### src/logic/serial_port_pkg.sv
// constants, register map and carrier types of the serial master port
package serial_port_pkg;

    // register byte addresses
    localparam logic [31:0] ADDR_RX_BYTE     = 32'h5001_5000;
    localparam logic [31:0] ADDR_TX_BYTE     = 32'h5001_5004;
    localparam logic [31:0] ADDR_CONTROL     = 32'h5001_5008;
    localparam logic [31:0] ADDR_FIFO_STATUS = 32'h5001_500C;
    localparam logic [31:0] ADDR_IRQ_STATUS  = 32'h5001_5010;
    localparam logic [31:0] ADDR_IRQ_ENABLE  = 32'h5001_5014;
    localparam logic [31:0] ADDR_IRQ_CLEAR   = 32'h5001_5018;

    // serial_control field positions
    localparam int CTL_FIFO_CLR_BIT = 24;
    localparam int CTL_LOOPBACK_BIT = 16;
    localparam int CTL_TRANSFER_IRQ_COUNT_LSB     = 8;
    localparam int CTL_DIV_EXT_LSB  = 6;
    localparam int CTL_CPOL_BIT     = 5;
    localparam int CTL_CPHA_BIT     = 4;
    localparam int CTL_DIV_STD_LSB  = 2;
    localparam int CTL_ENABLE_STATE_BIT  = 1;
    localparam int CTL_ENABLE_REQUEST_BIT  = 0;

    // serial_fifo_status field positions
    localparam int ST_TX_LEVEL_LSB = 16;
    localparam int ST_RX_LEVEL_LSB = 8;
    localparam int ST_TX_FULL_BIT  = 6;
    localparam int ST_TX_EMPTY_BIT = 5;
    localparam int ST_RX_FULL_BIT  = 4;
    localparam int ST_RX_EMPTY_BIT = 3;
    localparam int ST_TX_OVF_BIT   = 2;
    localparam int ST_RX_UNF_BIT   = 1;
    localparam int ST_XFER_BIT     = 0;

    // interrupt status, enable and clear share this layout
    localparam int IRQ_TX_OVF_BIT = 2;
    localparam int IRQ_RX_UNF_BIT = 1;
    localparam int IRQ_XFER_BIT   = 0;

    // reset values
    localparam logic [2:0] IRQ_ENABLE_RST = 3'h0;
    localparam logic [7:0] BYTE_RST       = 8'h00;

    // geometry
    localparam int BYTE_BITS     = 8;
    localparam int FIFO_DEPTH    = 16;
    localparam int LEVEL_BITS    = 5;
    localparam int EDGES_PER_XFER = 2 * BYTE_BITS;

    // half serial clock period minus one, indexed by {extended, standard}
    localparam logic [11:0] DIV_HALF_TBL [0:15] = '{
        12'h000, 12'h001, 12'h003, 12'h00F,
        12'h01F, 12'h007, 12'h03F, 12'h07F,
        12'h0FF, 12'h1FF, 12'h3FF, 12'h7FF,
        12'h7FF, 12'h7FF, 12'h7FF, 12'h7FF
    };

    typedef struct packed {
        logic       loopback_select;
        logic [1:0] transfer_irq_count;
        logic [1:0] clock_div_extended;
        logic       cpol;
        logic       cpha;
        logic [1:0] clock_div_standard;
        logic       enable_request;
    } control_s;

    localparam control_s CONTROL_RST = '0;

    typedef struct packed {
        logic       tx_overflow_irq;
        logic       rx_underflow_irq;
        logic       transfers_reached_irq;
    } irq_flags_s;

    typedef enum logic [1:0] {
        LINK_IDLE   = 2'b00,
        LINK_SHIFT  = 2'b01,
        LINK_FINISH = 2'b11
    } link_state_e;

endpackage

### src/logic/spi_master_fifo_port.sv
// serial master with byte FIFOs behind an APB register bank
//
// The implementer's own choice: the APB register port.
`timescale 1ns/100ps
module spi_master_fifo_port
    import serial_port_pkg::*;
#(
    parameter int DEPTH = FIFO_DEPTH
) (
    // clock and reset
    input  wire logic        clk_sys,
    input  wire logic        nrst,
    // apb slave
    input  wire logic        psel,
    input  wire logic        penable,
    input  wire logic        pwrite,
    input  wire logic [31:0] paddr,
    input  wire logic [31:0] pwdata,
    output logic             pready,
    output logic [31:0]      prdata,
    output logic             pslverr,
    // serial link
    output logic             sclk,
    output logic             mosi,
    output logic             cs_n,
    input  wire logic        miso,
    // interrupt request
    output logic             irq
);

    localparam int PTR_BITS = $clog2(DEPTH);

    // queue 0 is transmit, queue 1 is receive
    logic [1:0]              q_push;
    logic [1:0]              q_pop;
    logic [BYTE_BITS-1:0]    q_wdata [2];
    logic [BYTE_BITS-1:0]    q_head  [2];
    logic [LEVEL_BITS-1:0]   q_level [2];
    logic [1:0]              q_full;
    logic [1:0]              q_empty;

    control_s                control_reg;
    logic                    enable_state_reg;
    logic                    fifo_clear_reg;
    logic [2:0]              irq_clear_reg;
    logic [2:0]              irq_enable_reg;
    irq_flags_s              flags_reg;
    logic [BYTE_BITS-1:0]    last_rx_reg;
    logic                    rx_pop_ok_reg;
    logic                    pready_reg;
    logic [31:0]             prdata_reg;
    logic                    pslverr_reg;
    logic                    irq_reg;

    link_state_e             state_reg;
    logic [11:0]             half_cnt_reg;
    logic [4:0]              edge_cnt_reg;
    logic [BYTE_BITS-1:0]    tx_sh_reg;
    logic [BYTE_BITS-1:0]    rx_sh_reg;
    logic                    sclk_reg;
    logic                    mosi_reg;
    logic                    cs_n_reg;
    logic [1:0]              xfer_cnt_reg;

    logic                    bus_setup;
    logic                    bus_done;
    logic                    wr_done;
    logic                    rd_done;
    logic                    addr_hit;
    logic [11:0]             half_load;
    logic                    half_end;
    logic                    leading;
    logic                    sample_edge;
    logic                    change_edge;
    logic                    rx_in;
    logic                    xfer_done;
    logic                    xfer_event;
    logic                    start_xfer;

    // ---------------- byte queues ----------------
    genvar q;
    generate
        for (q = 0; q < 2; q++) begin : g_queue
            logic [BYTE_BITS-1:0]  mem [DEPTH];
            logic [PTR_BITS-1:0]   wptr_reg;
            logic [PTR_BITS-1:0]   rptr_reg;
            logic [LEVEL_BITS-1:0] level_reg;
            logic                  do_push;
            logic                  do_pop;

            assign do_push = q_push[q] && (level_reg != LEVEL_BITS'(DEPTH));
            assign do_pop  = q_pop[q] && (level_reg != '0);

            always_ff @(posedge clk_sys) begin
                if (do_push) begin
                    mem[wptr_reg] <= q_wdata[q];
                end
            end

            always_ff @(posedge clk_sys) begin
                if (!nrst || fifo_clear_reg) begin
                    wptr_reg  <= '0;
                    rptr_reg  <= '0;
                    level_reg <= '0;
                end else begin
                    if (do_push) begin
                        wptr_reg <= wptr_reg + 1'b1;
                    end
                    if (do_pop) begin
                        rptr_reg <= rptr_reg + 1'b1;
                    end
                    if (do_push && !do_pop) begin
                        level_reg <= level_reg + 1'b1;
                    end else if (do_pop && !do_push) begin
                        level_reg <= level_reg - 1'b1;
                    end
                end
            end

            assign q_head[q]  = mem[rptr_reg];
            assign q_level[q] = level_reg;
            assign q_full[q]  = (level_reg == LEVEL_BITS'(DEPTH));
            assign q_empty[q] = (level_reg == '0);
        end
    endgenerate

    // ---------------- apb slave ----------------
    assign bus_setup = psel && penable && !pready_reg;
    assign bus_done  = psel && penable && pready_reg;
    assign wr_done   = bus_done && pwrite;
    assign rd_done   = bus_done && !pwrite;

    always_comb begin
        case (paddr)
            ADDR_RX_BYTE, ADDR_TX_BYTE, ADDR_CONTROL, ADDR_FIFO_STATUS,
            ADDR_IRQ_STATUS, ADDR_IRQ_ENABLE, ADDR_IRQ_CLEAR: addr_hit = 1'b1;
            default: addr_hit = 1'b0;
        endcase
    end

    // answer one cycle into the access phase, data prepared at that edge
    always_ff @(posedge clk_sys) begin
        if (!nrst) begin
            pready_reg     <= 1'b0;
            pslverr_reg    <= 1'b0;
            prdata_reg     <= '0;
            rx_pop_ok_reg  <= 1'b0;
        end else begin
            pready_reg     <= bus_setup;
            pslverr_reg    <= bus_setup && !addr_hit;
            rx_pop_ok_reg  <= !q_empty[1];
            prdata_reg     <= '0;
            if (bus_setup && !pwrite) begin
                case (paddr)
                    ADDR_RX_BYTE: begin
                        prdata_reg[7:0] <= q_empty[1] ? last_rx_reg : q_head[1];
                    end
                    ADDR_CONTROL: begin
                        prdata_reg[CTL_LOOPBACK_BIT]                <= control_reg.loopback_select;
                        prdata_reg[CTL_TRANSFER_IRQ_COUNT_LSB +: 2]               <= control_reg.transfer_irq_count;
                        prdata_reg[CTL_DIV_EXT_LSB +: 2]            <= control_reg.clock_div_extended;
                        prdata_reg[CTL_CPOL_BIT]                    <= control_reg.cpol;
                        prdata_reg[CTL_CPHA_BIT]                    <= control_reg.cpha;
                        prdata_reg[CTL_DIV_STD_LSB +: 2]            <= control_reg.clock_div_standard;
                        prdata_reg[CTL_ENABLE_STATE_BIT]                 <= enable_state_reg;
                        prdata_reg[CTL_ENABLE_REQUEST_BIT]                 <= control_reg.enable_request;
                    end
                    ADDR_FIFO_STATUS: begin
                        prdata_reg[ST_TX_LEVEL_LSB +: LEVEL_BITS] <= q_level[0];
                        prdata_reg[ST_RX_LEVEL_LSB +: LEVEL_BITS] <= q_level[1];
                        prdata_reg[ST_TX_FULL_BIT]  <= q_full[0];
                        prdata_reg[ST_TX_EMPTY_BIT] <= q_empty[0];
                        prdata_reg[ST_RX_FULL_BIT]  <= q_full[1];
                        prdata_reg[ST_RX_EMPTY_BIT] <= q_empty[1];
                        prdata_reg[ST_TX_OVF_BIT]   <= flags_reg.tx_overflow_irq;
                        prdata_reg[ST_RX_UNF_BIT]   <= flags_reg.rx_underflow_irq;
                        prdata_reg[ST_XFER_BIT]     <= flags_reg.transfers_reached_irq;
                    end
                    ADDR_IRQ_STATUS: begin
                        prdata_reg[2:0] <= flags_reg & irq_enable_reg;
                    end
                    ADDR_IRQ_ENABLE: begin
                        prdata_reg[2:0] <= irq_enable_reg;
                    end
                    default: begin
                        prdata_reg <= '0;
                    end
                endcase
            end
        end
    end

    // software-written control
    always_ff @(posedge clk_sys) begin
        if (!nrst) begin
            control_reg    <= CONTROL_RST;
            irq_enable_reg <= IRQ_ENABLE_RST;
            fifo_clear_reg <= 1'b0;
            irq_clear_reg  <= '0;
        end else begin
            fifo_clear_reg <= 1'b0;
            irq_clear_reg  <= '0;
            if (wr_done && paddr == ADDR_CONTROL) begin
                control_reg.loopback_select    <= pwdata[CTL_LOOPBACK_BIT];
                control_reg.transfer_irq_count <= pwdata[CTL_TRANSFER_IRQ_COUNT_LSB +: 2];
                control_reg.clock_div_extended <= pwdata[CTL_DIV_EXT_LSB +: 2];
                control_reg.cpol               <= pwdata[CTL_CPOL_BIT];
                control_reg.cpha               <= pwdata[CTL_CPHA_BIT];
                control_reg.clock_div_standard <= pwdata[CTL_DIV_STD_LSB +: 2];
                control_reg.enable_request     <= pwdata[CTL_ENABLE_REQUEST_BIT];
                fifo_clear_reg                 <= pwdata[CTL_FIFO_CLR_BIT];
            end
            if (wr_done && paddr == ADDR_IRQ_ENABLE) begin
                irq_enable_reg <= pwdata[2:0];
            end
            if (wr_done && paddr == ADDR_IRQ_CLEAR) begin
                irq_clear_reg <= pwdata[2:0];
            end
        end
    end

    always_ff @(posedge clk_sys) begin
        if (!nrst) begin
            enable_state_reg <= 1'b0;
        end else begin
            enable_state_reg <= control_reg.enable_request;
        end
    end

    // queue accesses from the bus and the shifter
    assign q_push[0]  = wr_done && (paddr == ADDR_TX_BYTE);
    assign q_wdata[0] = pwdata[7:0];
    assign q_pop[1]   = rd_done && (paddr == ADDR_RX_BYTE) && rx_pop_ok_reg;
    assign q_pop[0]   = start_xfer;
    assign q_push[1]  = xfer_done;
    assign q_wdata[1] = rx_sh_reg;

    always_ff @(posedge clk_sys) begin
        if (!nrst) begin
            last_rx_reg <= BYTE_RST;
        end else if (q_pop[1]) begin
            last_rx_reg <= q_head[1];
        end
    end

    // sticky flags; a set in the clear cycle wins
    always_ff @(posedge clk_sys) begin
        if (!nrst) begin
            flags_reg <= '0;
        end else begin
            // same full test that drops the push, so a landed byte never flags
            if (wr_done && paddr == ADDR_TX_BYTE && q_full[0]) begin
                flags_reg.tx_overflow_irq <= 1'b1;
            end else if (irq_clear_reg[IRQ_TX_OVF_BIT]) begin
                flags_reg.tx_overflow_irq <= 1'b0;
            end
            if (rd_done && paddr == ADDR_RX_BYTE && !rx_pop_ok_reg) begin
                flags_reg.rx_underflow_irq <= 1'b1;
            end else if (irq_clear_reg[IRQ_RX_UNF_BIT]) begin
                flags_reg.rx_underflow_irq <= 1'b0;
            end
            if (xfer_event) begin
                flags_reg.transfers_reached_irq <= 1'b1;
            end else if (irq_clear_reg[IRQ_XFER_BIT]) begin
                flags_reg.transfers_reached_irq <= 1'b0;
            end
        end
    end

    always_ff @(posedge clk_sys) begin
        if (!nrst) begin
            irq_reg <= 1'b0;
        end else begin
            irq_reg <= |(flags_reg & irq_enable_reg);
        end
    end

    // ---------------- transfer counter ----------------
    assign xfer_event = xfer_done && (xfer_cnt_reg == control_reg.transfer_irq_count);

    always_ff @(posedge clk_sys) begin
        if (!nrst) begin
            xfer_cnt_reg <= '0;
        end else if (xfer_done) begin
            xfer_cnt_reg <= xfer_event ? 2'h0 : xfer_cnt_reg + 1'b1;
        end
    end

    // ---------------- serial shifter ----------------
    assign half_load   = DIV_HALF_TBL[{control_reg.clock_div_extended,
                                       control_reg.clock_div_standard}];
    assign half_end    = (half_cnt_reg == '0);
    assign leading     = !edge_cnt_reg[0];
    assign sample_edge = half_end && (leading ^ control_reg.cpha);
    assign change_edge = half_end && !(leading ^ control_reg.cpha)
                         && (edge_cnt_reg != 5'(EDGES_PER_XFER - 1));
    assign rx_in       = control_reg.loopback_select ? mosi_reg : miso;
    assign start_xfer  = (state_reg == LINK_IDLE) && enable_state_reg && !q_empty[0];
    assign xfer_done   = (state_reg == LINK_FINISH);

    always_ff @(posedge clk_sys) begin
        if (!nrst) begin
            state_reg    <= LINK_IDLE;
            half_cnt_reg <= '0;
            edge_cnt_reg <= '0;
            tx_sh_reg    <= '0;
            rx_sh_reg    <= '0;
            sclk_reg     <= 1'b0;
            mosi_reg     <= 1'b0;
            cs_n_reg     <= 1'b1;
        end else begin
            case (state_reg)
                LINK_IDLE: begin
                    sclk_reg <= control_reg.cpol;
                    cs_n_reg <= 1'b1;
                    if (start_xfer) begin
                        state_reg    <= LINK_SHIFT;
                        half_cnt_reg <= half_load;
                        edge_cnt_reg <= '0;
                        cs_n_reg     <= 1'b0;
                        if (control_reg.cpha) begin
                            tx_sh_reg <= q_head[0];
                        end else begin
                            mosi_reg  <= q_head[0][7];
                            tx_sh_reg <= {q_head[0][6:0], 1'b0};
                        end
                    end
                end
                LINK_SHIFT: begin
                    if (half_end) begin
                        half_cnt_reg <= half_load;
                        sclk_reg     <= !sclk_reg;
                        edge_cnt_reg <= edge_cnt_reg + 1'b1;
                        if (edge_cnt_reg == 5'(EDGES_PER_XFER - 1)) begin
                            state_reg <= LINK_FINISH;
                        end
                    end else begin
                        half_cnt_reg <= half_cnt_reg - 1'b1;
                    end
                    if (sample_edge) begin
                        rx_sh_reg <= {rx_sh_reg[6:0], rx_in};
                    end
                    if (change_edge) begin
                        mosi_reg  <= tx_sh_reg[7];
                        tx_sh_reg <= {tx_sh_reg[6:0], 1'b0};
                    end
                end
                LINK_FINISH: begin
                    state_reg <= LINK_IDLE;
                    cs_n_reg  <= 1'b1;
                end
                default: begin
                    state_reg <= LINK_IDLE;
                end
            endcase
        end
    end

    assign pready  = pready_reg;
    assign prdata  = prdata_reg;
    assign pslverr = pslverr_reg;
    assign sclk    = sclk_reg;
    assign mosi    = mosi_reg;
    assign cs_n    = cs_n_reg;
    assign irq     = irq_reg;

endmodule

### config.mk
export PLATFORM = sky130hd
export DESIGN_NAME = spi_master_fifo_port
export DESIGN_NICKNAME = d
export VERILOG_FILES = /design/src/logic/serial_port_pkg.sv /design/src/logic/spi_master_fifo_port.sv
export SDC_FILE = /design/constraint.sdc
export NUM_CORES = 1
export LEC_CHECK = 0
export ABC_AREA = 1
export BUFFER_PORTS_ARGS = -buffer_cell sky130_fd_sc_hd__buf_2
export CAP_MARGIN = 20
export CORE_MARGIN = 2
export CORE_UTILIZATION = 61
export CTS_CLUSTER_SIZE = 20
export DETAILED_ROUTE_END_ITERATION = 8
export PLACE_DENSITY = 0.83
export SLEW_MARGIN = 20
export SYNTH_ARGS = -nofsm -noshare
export SYNTH_HDL_FRONTEND = slang
export SYNTH_SLANG_ARGS = --single-unit
### constraint.sdc
create_clock -name clk_sys -period 3.3 [get_ports clk_sys]
set_input_delay 0.165 -clock clk_sys [delete_from_list [all_inputs] [get_ports clk_sys]]
set_output_delay 0.165 -clock clk_sys [all_outputs]
set_load 0.05 [all_outputs]
# ---- Yosys cells after proc, flatten, opt, wreduce, memory -nomap -nowiden
# Memory sizes are Yosys's and may differ from the RTL's. A register that Yosys moved wholly into a read port is not among the register bits.
# Cells that the tools add are included.
dict set report classes {
  reduce_logical 70
  addsub 11
  mux 51
  bitwise_logic 3
  n_eq_ne 21
  magnitude_cmp 1
}
# operator n
set ops {}
lappend ops {{$eq A32 B31 Y1 const B} 7}
lappend ops {{$mux W12} 4}
lappend ops {{$mux W8} 4}
lappend ops {{$mux W5} 6}
lappend ops {{$logic_and A1 B1 Y1} 29}
lappend ops {{$pmux W12 S2} 1}
lappend ops {{$mux W1} 17}
lappend ops {{$add A4 B1 Y4 const B} 4}
lappend ops {{$mux W4} 4}
lappend ops {{$pmux W8 S2} 1}
lappend ops {{$add A5 B1 Y5 const B} 3}
lappend ops {{$pmux W3 S5} 1}
lappend ops {{$logic_not A1 Y1} 14}
lappend ops {{$reduce_bool A2 Y1} 7}
lappend ops {{$logic_not A12 Y1} 1}
lappend ops {{$pmux W4 S3} 1}
lappend ops {{$reduce_and A2 Y1} 6}
lappend ops {{$reduce_and A3 Y1} 4}
lappend ops {{$sub A12 B1 Y12 const B} 1}
lappend ops {{$eq A5 B5 Y1 const B} 2}
lappend ops {{$logic_not A5 Y1} 2}
lappend ops {{$ne A2 B2 Y1 const B} 5}
lappend ops {{$ne A5 B5 Y1 const B} 2}
lappend ops {{$pmux W1 S2} 5}
lappend ops {{other kinds (20)} 26}
dict set report totals {
  ramBits 256
  memories 3
  rom_bits 192
  input_bits 70
  elab_cells 197
  register_bits 131
}
# memory words word_bits rd rd_clocked_by_memory_dff wr line_no
set mem_list {}
lappend mem_list {{(name not given)} 16 12 1 0 0 spi_master_fifo_port.sv:290} ;# assign half_load = DIV_HALF_TBL[{control_reg.clock_div_extended,
lappend mem_list {{g_queue[0].mem} 16 8 1 1 1 spi_master_fifo_port.sv:84} ;# logic [BYTE_BITS-1:0] mem [DEPTH];
lappend mem_list {{g_queue[1].mem} 16 8 1 1 1 spi_master_fifo_port.sv:84}

# ---- Logic depth before layout (Yosys ltp)
# Gate-level depths: netlist of the first run.
dict set report depth {
  word_depth 9
  mapped_depth 21
  ltp_nobuf 20
}

# ---- Worst setup path before layout of the first run
# No wires, ideal clock.
dict set report synth_path {
  path_kind {register to register}
  from {reg pready_reg, in the netlist pready}
  to {reg g_queue[0].level_reg[4]}
  period_less_slack_ns 2.851
  path_buffers 0
  required_time_ns 3.180
  setup_time_ns 0.120
  path_stages_with_launch 18
  path_slack_ns 0.449
  t_arrival_ns 2.731
  path_cell_list {dfxtp_1 > inv_1 > nor2_1 > inv_2 > nor2_2 > inv_2 > nor3_4 > ha_1 > inv_1 > ha_1 > nand2_1 > nand2_1 > a21oi_1 > nor2_1 > nor2_1 > nand2_1 > o21ai_0 > a21oi_1}
}
dict set report synth_via {
  elab_chain_len 7
  word_cells_on_any_way 9
  cone_classes {mux: 1; reduce/logical: 8}
}
# element line_no
set synth_lines {}
lappend synth_lines {{start, declared} spi_master_fifo_port.sv:50} ;# logic pready_reg;
lappend synth_lines {{start signal, assigned} spi_master_fifo_port.sv:149} ;# pready_reg <= bus_setup;
lappend synth_lines {{$logic_and A1 B1 Y1 (*)} spi_master_fifo_port.sv:129} ;# assign bus_done = psel && penable && pready_reg;
lappend synth_lines {{$logic_and A1 B1 Y1 (*)} spi_master_fifo_port.sv:130} ;# assign wr_done = bus_done && pwrite;
lappend synth_lines {{$logic_and A1 B1 Y1 (*)} spi_master_fifo_port.sv:231} ;# assign q_push[0] = wr_done && (paddr == ADDR_TX_BYTE);
lappend synth_lines {{$logic_and A1 B1 Y1 (*)} spi_master_fifo_port.sv:91} ;# assign do_push = q_push[q] && (level_reg != LEVEL_BITS'(DEPTH));
lappend synth_lines {{named net g_queue[0].do_push} spi_master_fifo_port.sv:88} ;# logic do_push;
lappend synth_lines {{$logic_not A1 Y1} spi_master_fifo_port.sv:114} ;# end else if (do_pop && !do_push) begin
lappend synth_lines {{$logic_and A1 B1 Y1} spi_master_fifo_port.sv:114}
lappend synth_lines {{$reduce_bool A2 Y1 (no source line)} --}
lappend synth_lines {{end signal, assigned} spi_master_fifo_port.sv:113} ;# level_reg <= level_reg + 1'b1;
lappend synth_lines {{end signal, assigned} spi_master_fifo_port.sv:115} ;# level_reg <= level_reg - 1'b1;
lappend synth_lines {{end, declared} spi_master_fifo_port.sv:87} ;# logic [LEVEL_BITS-1:0] level_reg;
# The timed path passes the listed nets; every way through them passes the cells marked *.
# A chain may end at the register's enable or synchronous reset.

# ---- Worst setup path in the final report of the first run
dict set report layout_path {
  from {reg g_queue[1].level_reg[0]}
  to {reg g_queue[1].level_reg[4]}
}
dict set report layout_via {
  elab_chain_len 5
  word_cells_on_any_way 13
  cone_classes {add/sub: 2; eq/ne: 1; mux: 2; reduce/logical: 8}
}
# element line_no
set layout_lines {}
lappend layout_lines {{start, declared} spi_master_fifo_port.sv:87}
lappend layout_lines {{start signal, assigned} spi_master_fifo_port.sv:113}
lappend layout_lines {{start signal, assigned} spi_master_fifo_port.sv:115}
lappend layout_lines {{$ne A5 B5 Y1 (*)} spi_master_fifo_port.sv:91}
lappend layout_lines {{$logic_and A1 B1 Y1 (*)} spi_master_fifo_port.sv:91}
lappend layout_lines {{named net g_queue[1].do_push} spi_master_fifo_port.sv:88}
lappend layout_lines {{$logic_not A1 Y1} spi_master_fifo_port.sv:114}
lappend layout_lines {{$logic_and A1 B1 Y1} spi_master_fifo_port.sv:114}
lappend layout_lines {{$reduce_bool A2 Y1 (no source line)} --}
# The timed path passes the listed nets; every way through them passes the cells marked *. The select of a mux whose other input is x is not followed.

==> reports/qor.yml, run 1 <==
pwr:
  total_power_mw: 9.824
  leakage_nw: 7.806
  power.density_nw_per_um2: 516.0
  ir_drop_v: 0.0004204
critical_path:
  critical_path_class: "register to register"
  worst-path-max-fanout: 7
  rr_startpoint: "g_queue[1].level_reg[0]"
  crit_path_start_kind: "register"
  arrival_ns: 3.23
  cp-end-kind: "register"
  worst_ep_required_time_ns: 3.72
  startpoint: "g_queue[1].level_reg[0]"
status:
  status: "finished clean"
synth:
  synth_mux_area_share_pct: 0.06551
  yosys.area_share.simple_pct: 25.14
  ys.flop_type: "edfxtp_1"
  ys_warn_count: 0
  synth-xor-area-share_pct: 0.9172
  synth_area_um2: 17190
  ys_ff_latch: 381
  yosys.area.top_type: "edfxtp_1"
  async_reset_ff_share_pct: 0
  yosysSeqAreaShare_pct: 59.28
  synth-edff-count: 256
  syn-mean-instance-area_um2: 9.090
  synth-compound-area-share_pct: 5.736
  synth_top_family_by_area: "simple AND/OR/NAND/NOR gates"
  synth.distinct_cells: 44
  synthAdderAreaFrac_pct: 2.053
  syn_inst: 1891
  ys_top_cells_by_area: "edfxtp_1, dfxtp_1, nand2_1, nand3_1, nor2_1"
  synth.top_cell.area_share_pct: 44.72
finish:
  final_cell_mix: "nand2_1, edfxtp_1, nor2_1, inv_1, nand3_1"
  area_delta_synth_final_pct: 10.76
  multi_input_area_um2: 5882
  utilization_pct: 68.53
  drive_gt1_share_pct: 10.60
  final_net_count: 2050
  seq_area_um2: 10190
  largest_register_ff_count: 256
  n_antenna_cell: 0
  nFillCells: 2088
  mostFrequentLayoutCell: "nand2_1"
timing:
  worst_pin_slew_ns: 0.9637
  min_period_ns: 2.816
  finalHoldViolCount: 0
  fmaxAchievable_mhz: 355.2
  skew_ns: 0.02995
  grt_setup_unrepaired: "no"
  setup_viol: 0
  timing.max_slew.rel_slack_pct: 35.52
  fin_crit_sh_pct: 85.32
  finalSetupTns_ns: 0
  slew_viol_final: 0
floorplanning:
  pin_count: 108
  core_um2: 27780
  dieArea_um2: 29540
  fp.dieW_um: 171.9
  die_y_um: 171.9
  rows: 61
  initial_core_util_pct: 61.87
route:
  routedWlPerCell_um: 16.87
  final_antenna_net_count: 0
  route.detailed.drc: 0
  vias: 13156
  viasPerCell: 5.577
  dr.pass1.iters: 6
  routed_wl_um: 39800
  first_iter_violations: 1383
min_path:
  hp-class: "input pin to register"
  min_from: "pwrite"
global_routing:
  grt_pass1_vias: 12385
  grt_start_max_net_pins: 54
  grt_usage_pct: 27.12
  grt_pass1_wl_um: 62600
  grt_antenna_before_repair: 0
  gr-total-overflow: 0
placed_design:
  place_congestion: 0.9114
  dp_hpwl_um: 25690
  port_buffers: 73
job:
  maxCapViolCount: 0
clock_network:
  postCtsSetupRepairBufs: 0
  clock_latency_ns: 0.54
  cts_max_path_buffers: 3
  cts_resized: 0
  hold_buffers: 4
  path_clk_slew_ns: 0.06
  cts_tree: "yes"
  clock_sinks: 381
  cts-buffers-inserted: 39
  root_buffer: "clkbuf_16"
  cts_max_level: 2
layer usage:
layer	share of wire (%)	track usage, %
met1	41	36.70
met5	0	0
met2	47	44.46
met4	4.0	10.92
met3	8.5	3.960
cell families (layout without fill, tap and decap cells):
kind of cell    count (synthesis)  in the layout
simple gates                 1008           1008
buf+inv                       271            348
fa+ha+maj                      27             27
mux                             1              1
flops                         381            381
other cells                     1             14
compound gates                184            184
xor+xnor                       18             18
cells in the mapped netlist, types with 3 or more instances:
library cell and n:
a21oi_1 77, buf_1 6, buf_2 26, buf_4 21, buf_6 5, clkbuf_1 27
dfxtp_1 125, edfxtp_1 256, ha_1 25, inv_1 175, inv_2 10, nand2_1 546
nand2_2 9, nand2_4 3, nand3_1 172, nand3_2 4, nand3b_1 4, nand4_1 21
nor2_1 211, nor2_2 18, nor2_4 6, nor3_1 5, o211ai_1 14, o21ai_0 74
o21ai_1 7, xnor2_1 7, xor2_1 11
area by class of cell:
| type | count | share of cell area [%] |
|---|---|---|
| multi-input combinational | 1252 | 30.90 |
| clock inverter | 16 | 0.8149 |
| sequential | 381 | 53.54 |
| tap | 378 | 2.484 |
| inverter | 186 | 3.667 |
| clock buffer | 53 | 5.777 |
| timing repair buffer | 93 | 2.826 |
where the power goes:
group | switching, mW | leakage [nW] | internal [mW]
Combinational | 0.229 | 3.86 | 0.0754
Sequential | 0.0646 | 3.33 | 5.13
Clock | 1.82 | 0.619 | 2.51
Total | 2.12 | 7.81 | 7.71
stage by stage:
step	worst slack [ns]	instance area (um2)	instances	hold slack (ns)
final	0.4845	19040	2359	0.01697
after global routing	0.2193	19040	2359	0.04373
after CTS	0.5361	19040	2359	0.01092
after detailed placement	0.4179	17740	2286	0.4149
after global placement	0.5092	17740	2286	0.4075
after floorplan	0.4490	17240	1904	0.2639
critical path, cell delays in order, from the launching register on:
cell and delay, ns:
dfxtp_1 0.34, nor2_1 0.15, nand3_1 0.08, nor2_1 0.16
inv_1 0.06, nand2_1 0.25, inv_1 0.22, ha_1 0.29
inv_1 0.15, ha_1 0.29, nand2_1 0.08, nand2_1 0.04
a31oi_1 0.17, nor2_1 0.06, nor2_1 0.09, nand2_1 0.07
o21ai_0 0.15, a21oi_1 0.06
worst paths after layout:
kind                                   to  cells past startpoint  slack, ns
setup reg to reg  g_queue[1].level_reg[4]                     17       0.48
hold / removal               flags_reg[1]                      4       0.02
hold reg to reg          enable_state_reg                      2       0.47
setup / recovery  g_queue[1].level_reg[4]                     17       0.48
Power figures use the tool's default switching activity.
==> run 2, diff against run 1 <==
--- a/config.mk
+++ b/config.mk
@@ -8,11 +8,13 @@
 export ABC_AREA = 1
 export BUFFER_PORTS_ARGS = -buffer_cell sky130_fd_sc_hd__buf_2
 export CAP_MARGIN = 20
+export CELL_PAD_IN_SITES_DETAIL_PLACEMENT = 1
+export CELL_PAD_IN_SITES_GLOBAL_PLACEMENT = 2
 export CORE_MARGIN = 2
-export CORE_UTILIZATION = 61
+export CORE_UTILIZATION = 38
 export CTS_CLUSTER_SIZE = 20
 export DETAILED_ROUTE_END_ITERATION = 8
-export PLACE_DENSITY = 0.83
+export PLACE_DENSITY = 0.82
 export SLEW_MARGIN = 20
 export SYNTH_ARGS = -nofsm -noshare
 export SYNTH_HDL_FRONTEND = slang
==> run 2 against run 1 <==
  * Global-route usage fell by 6.4 points
  * Core utilization fell by 24 points
  * Cell area rose by 3.0%
  * Non-clock buffer count rose by 18
  * First-iteration DRC count fell by 46%
  * Hold slack improved by 0.032 ns
  * Count of clock-buffer cells in the layout rose by 3
  * Register-to-register slack improved by 0.05 ns
  * Clock skew fell by 0.019 ns
  * Sequential cell count did not move
  * Routed wire length rose by 20%
  * Largest power group unchanged
==> reports/qor.yml, run 2 (synthesis results as in run 1) <==
finish:
  n_antenna_cell: 0  # unchanged
  final_cell_mix: "nand2_1, edfxtp_1, nor2_1, inv_1, nand3_1"  # unchanged
  area_delta_synth_final_pct: 14.11  # was 10.76%
  utilization_pct: 44.16  # was 68.53%
  mostFrequentLayoutCell: "nand2_1"  # unchanged
  largest_register_ff_count: 256  # unchanged
  drive_gt1_share_pct: 11.35  # was 10.60%
  final_net_count: 2073  # was 2050
  nFillCells: 5151  # was 2088
critical_path:
  critical_path_class: "register to register"  # unchanged
  slowest_stage: "dfxtp_1"  # unchanged
  cp-end-kind: "register"  # unchanged
  max_stage_delay_ns: 0.33  # was 0.34 ns
  crit_path_start_kind: "register"  # unchanged
  path_common_cell: "nand2_1"
  cp_cell_sequence: "nor2_1, nand3_1, nor2_2, inv_1, nand2_1, inv_1, ha_1, inv_1, ha_1, nand2_1, nand2_1, a31oi_1, nor2_1, nor2_1, nand2_1, o21ai_0, a21oi_1"  # was nor2_1, nand3_1, nor2_1, inv_1, nand2_1, inv_1, ha_1, inv_1, ha_1, nand2_1, nand2_1, a31oi_1, nor2_1, nor2_1, nand2_1, o21ai_0, a21oi_1
  worst-path-max-fanout: 7  # unchanged
  arrival_ns: 3.22  # was 3.23 ns
  worst_ep_required_time_ns: 3.75  # was 3.72 ns
floorplanning:
  initial_core_util_pct: 38.70  # was 61.87%
  die_y_um: 216.7  # was 171.9 um
  fp.dieW_um: 216.7  # was 171.9 um
  rows: 77  # was 61
  pin_count: 108  # unchanged
  core_um2: 44410  # was 27780 um2
  dieArea_um2: 46950  # was 29540 um2
timing:
  finalSetupTns_ns: 0  # unchanged
  fin_crit_sh_pct: 83.95  # was 85.32%
  worst_slack_ns: 0.5296  # was 0.4845 ns
  fmaxAchievable_mhz: 361.0  # was 355.2 MHz
  grt_setup_unrepaired: "no"  # unchanged
  timing.max_slew.rel_slack_pct: 31.90  # was 35.52%
  skew_ns: 0.01112  # was 0.02995 ns
  min_period_ns: 2.770  # was 2.816 ns
  slew_viol_final: 0  # unchanged
  worst_pin_slew_ns: 1.018  # was 0.9637 ns
  setup_viol: 0  # unchanged
  finalHoldViolCount: 0  # unchanged
global_routing:
  grt_antenna_before_repair: 0  # unchanged
  grt_pass1_wl_um: 76230  # was 62600 um
  grt_start_max_net_pins: 76  # was 54
  gr-total-overflow: 0  # unchanged
  grt_usage_pct: 20.77  # was 27.12%
  grt_pass1_vias: 13869  # was 12385
pwr:
  netSwitchingFraction_pct: 21.65  # was 21.54%
  power.density_nw_per_um2: 528.0  # was 516.0 nW/um2
  ir_drop_v: 0.0003680  # was 0.0004204 V
  p_switching_mw: 2.242  # was 2.116 mW
  leakage_nw: 7.968  # was 7.806 nW
  seqPwrFrac_pct: 50.2  # was 52.8%
  comb_power_share_pct: 3.0  # was 3.1%
  p_int_mw: 8.113  # was 7.708 mW
  p_clk_share_pct: 46.8  # was 44.1%
status:
  status: "finished clean"  # unchanged
clock_network:
  root_buffer: "clkbuf_16"  # unchanged
  cts-buffers-inserted: 44  # was 39
  clock_latency_ns: 0.56  # was 0.54 ns
  postCtsSetupRepairBufs: 0  # unchanged
  clock_sinks: 381  # unchanged
  cts_tree: "yes"  # unchanged
  cts_max_level: 2  # unchanged
  cts_max_path_buffers: 3  # unchanged
  path_clk_slew_ns: 0.06  # about the same
route:
  viasPerCell: 5.013  # was 5.577
  vias: 13039  # was 13156
  route.detailed.drc: 0  # unchanged
  dr.pass1.iters: 4  # was 6
  final_antenna_net_count: 0  # unchanged
  routedWlPerCell_um: 18.30  # was 16.87 um
  routed_wl_um: 47610  # was 39800 um
  first_iter_violations: 740  # was 1383
placed_design:
  port_buffers: 73  # unchanged
  place_congestion: 0.7948  # was 0.9114
  dp_hpwl_um: 31370  # was 25690 um
  pre_cts_ws_ns: 0.3644  # was 0.4179 ns
min_path:
  hp-class: "input pin to register"  # unchanged
job:
  maxCapViolCount: 0  # unchanged
==> run 2: cell count changes in the layout (fill, tap and decap cells not counted), sizes merged <==
cell,change
dlygate4sd3,+3
bufinv,+3
clkinv,+6
clkbuf,+3
inv,-2
buf,+15
==> run 2: metal layers <==
layer | routed length [um] | track usage, % | vias up
met5 | 0 | 0 | -
met4 | 940 | 5.434 | 0
met3 | 1913 | 3.537 | 57
met2 | 22760 | 35.00 | 222
met1 | 22000 | 27.73 | 6405
li1 | - | - | 6355
==> run 2: per-stage QoR <==
stage	instance area, um2	power (mW)	hold slack [ns]	instances
after CTS	19610	10.48	0.02046	2601
after global placement	18120	5.592	0.4031	2515
after global routing	19610	10.70	0.03226	2601
final	19610	10.36	0.04943	2601
after floorplan	17240	5.464	0.2639	1904
after detailed placement	18120	5.606	0.4119	2515
==> run 2: final cells by class <==
| cell class | count | area, um2 | share of cell area (%) |
|---|---|---|---|
| flip-flops and latches | 381 | 10190 | 51.96 |
| multi-input cells | 1252 | 5884 | 30.00 |
| clock buffers | 56 | 1177 | 6.003 |
| well taps | 592 | 740.7 | 3.776 |
| inverters | 186 | 698.2 | 3.560 |
| repair buffers | 111 | 680.7 | 3.470 |
| clock inverters | 23 | 240.2 | 1.225 |
==> run 2: power groups by stage <==
stage          registers (mW)  logic, mW  clock network (mW)
3_3_place_gp             5.29      0.301                   0
3_5_place_dp             5.30      0.309                   0
6_report                 5.19      0.313                4.85
2_1_floorplan            5.28      0.186                   0
4_1_cts                  5.20      0.317                4.96
5_1_grt                  5.20      0.348                5.15
==> run 2: critical path: cells and delay by family (launching register included) <==
kind / cells / cell delay [ns]
AO/OA/AOI/OAI: 3 / 0.40
buffers and inverters: 3 / 0.39
adder cells (fa/ha/maj): 2 / 0.56
flip-flops: 1 / 0.33
AND/OR/NAND/NOR: 9 / 0.97
==> run 2: what timing repair did <==
action | 4_1_cts | 5_1_grt
endpoints found under the hold margin | 6 | 0
hold buffers | 7 | 0
gates resized for setup | 0 | 1
endpoints found under the setup margin | 0 | 1
==> run 2: worst paths after layout <==
kind	startpoint	end	slack [ns]	cells after the start
worst max-delay path	g_queue[1].level_reg[0]	g_queue[1].level_reg[4]	0.53	17
worst min-delay path	pwdata[7]	g_queue[0].mem[11][7]	0.05	1
worst max register to register	g_queue[1].level_reg[0]	g_queue[1].level_reg[4]	0.53	17
worst min register to register	control_reg[0]	enable_state_reg	0.46	2
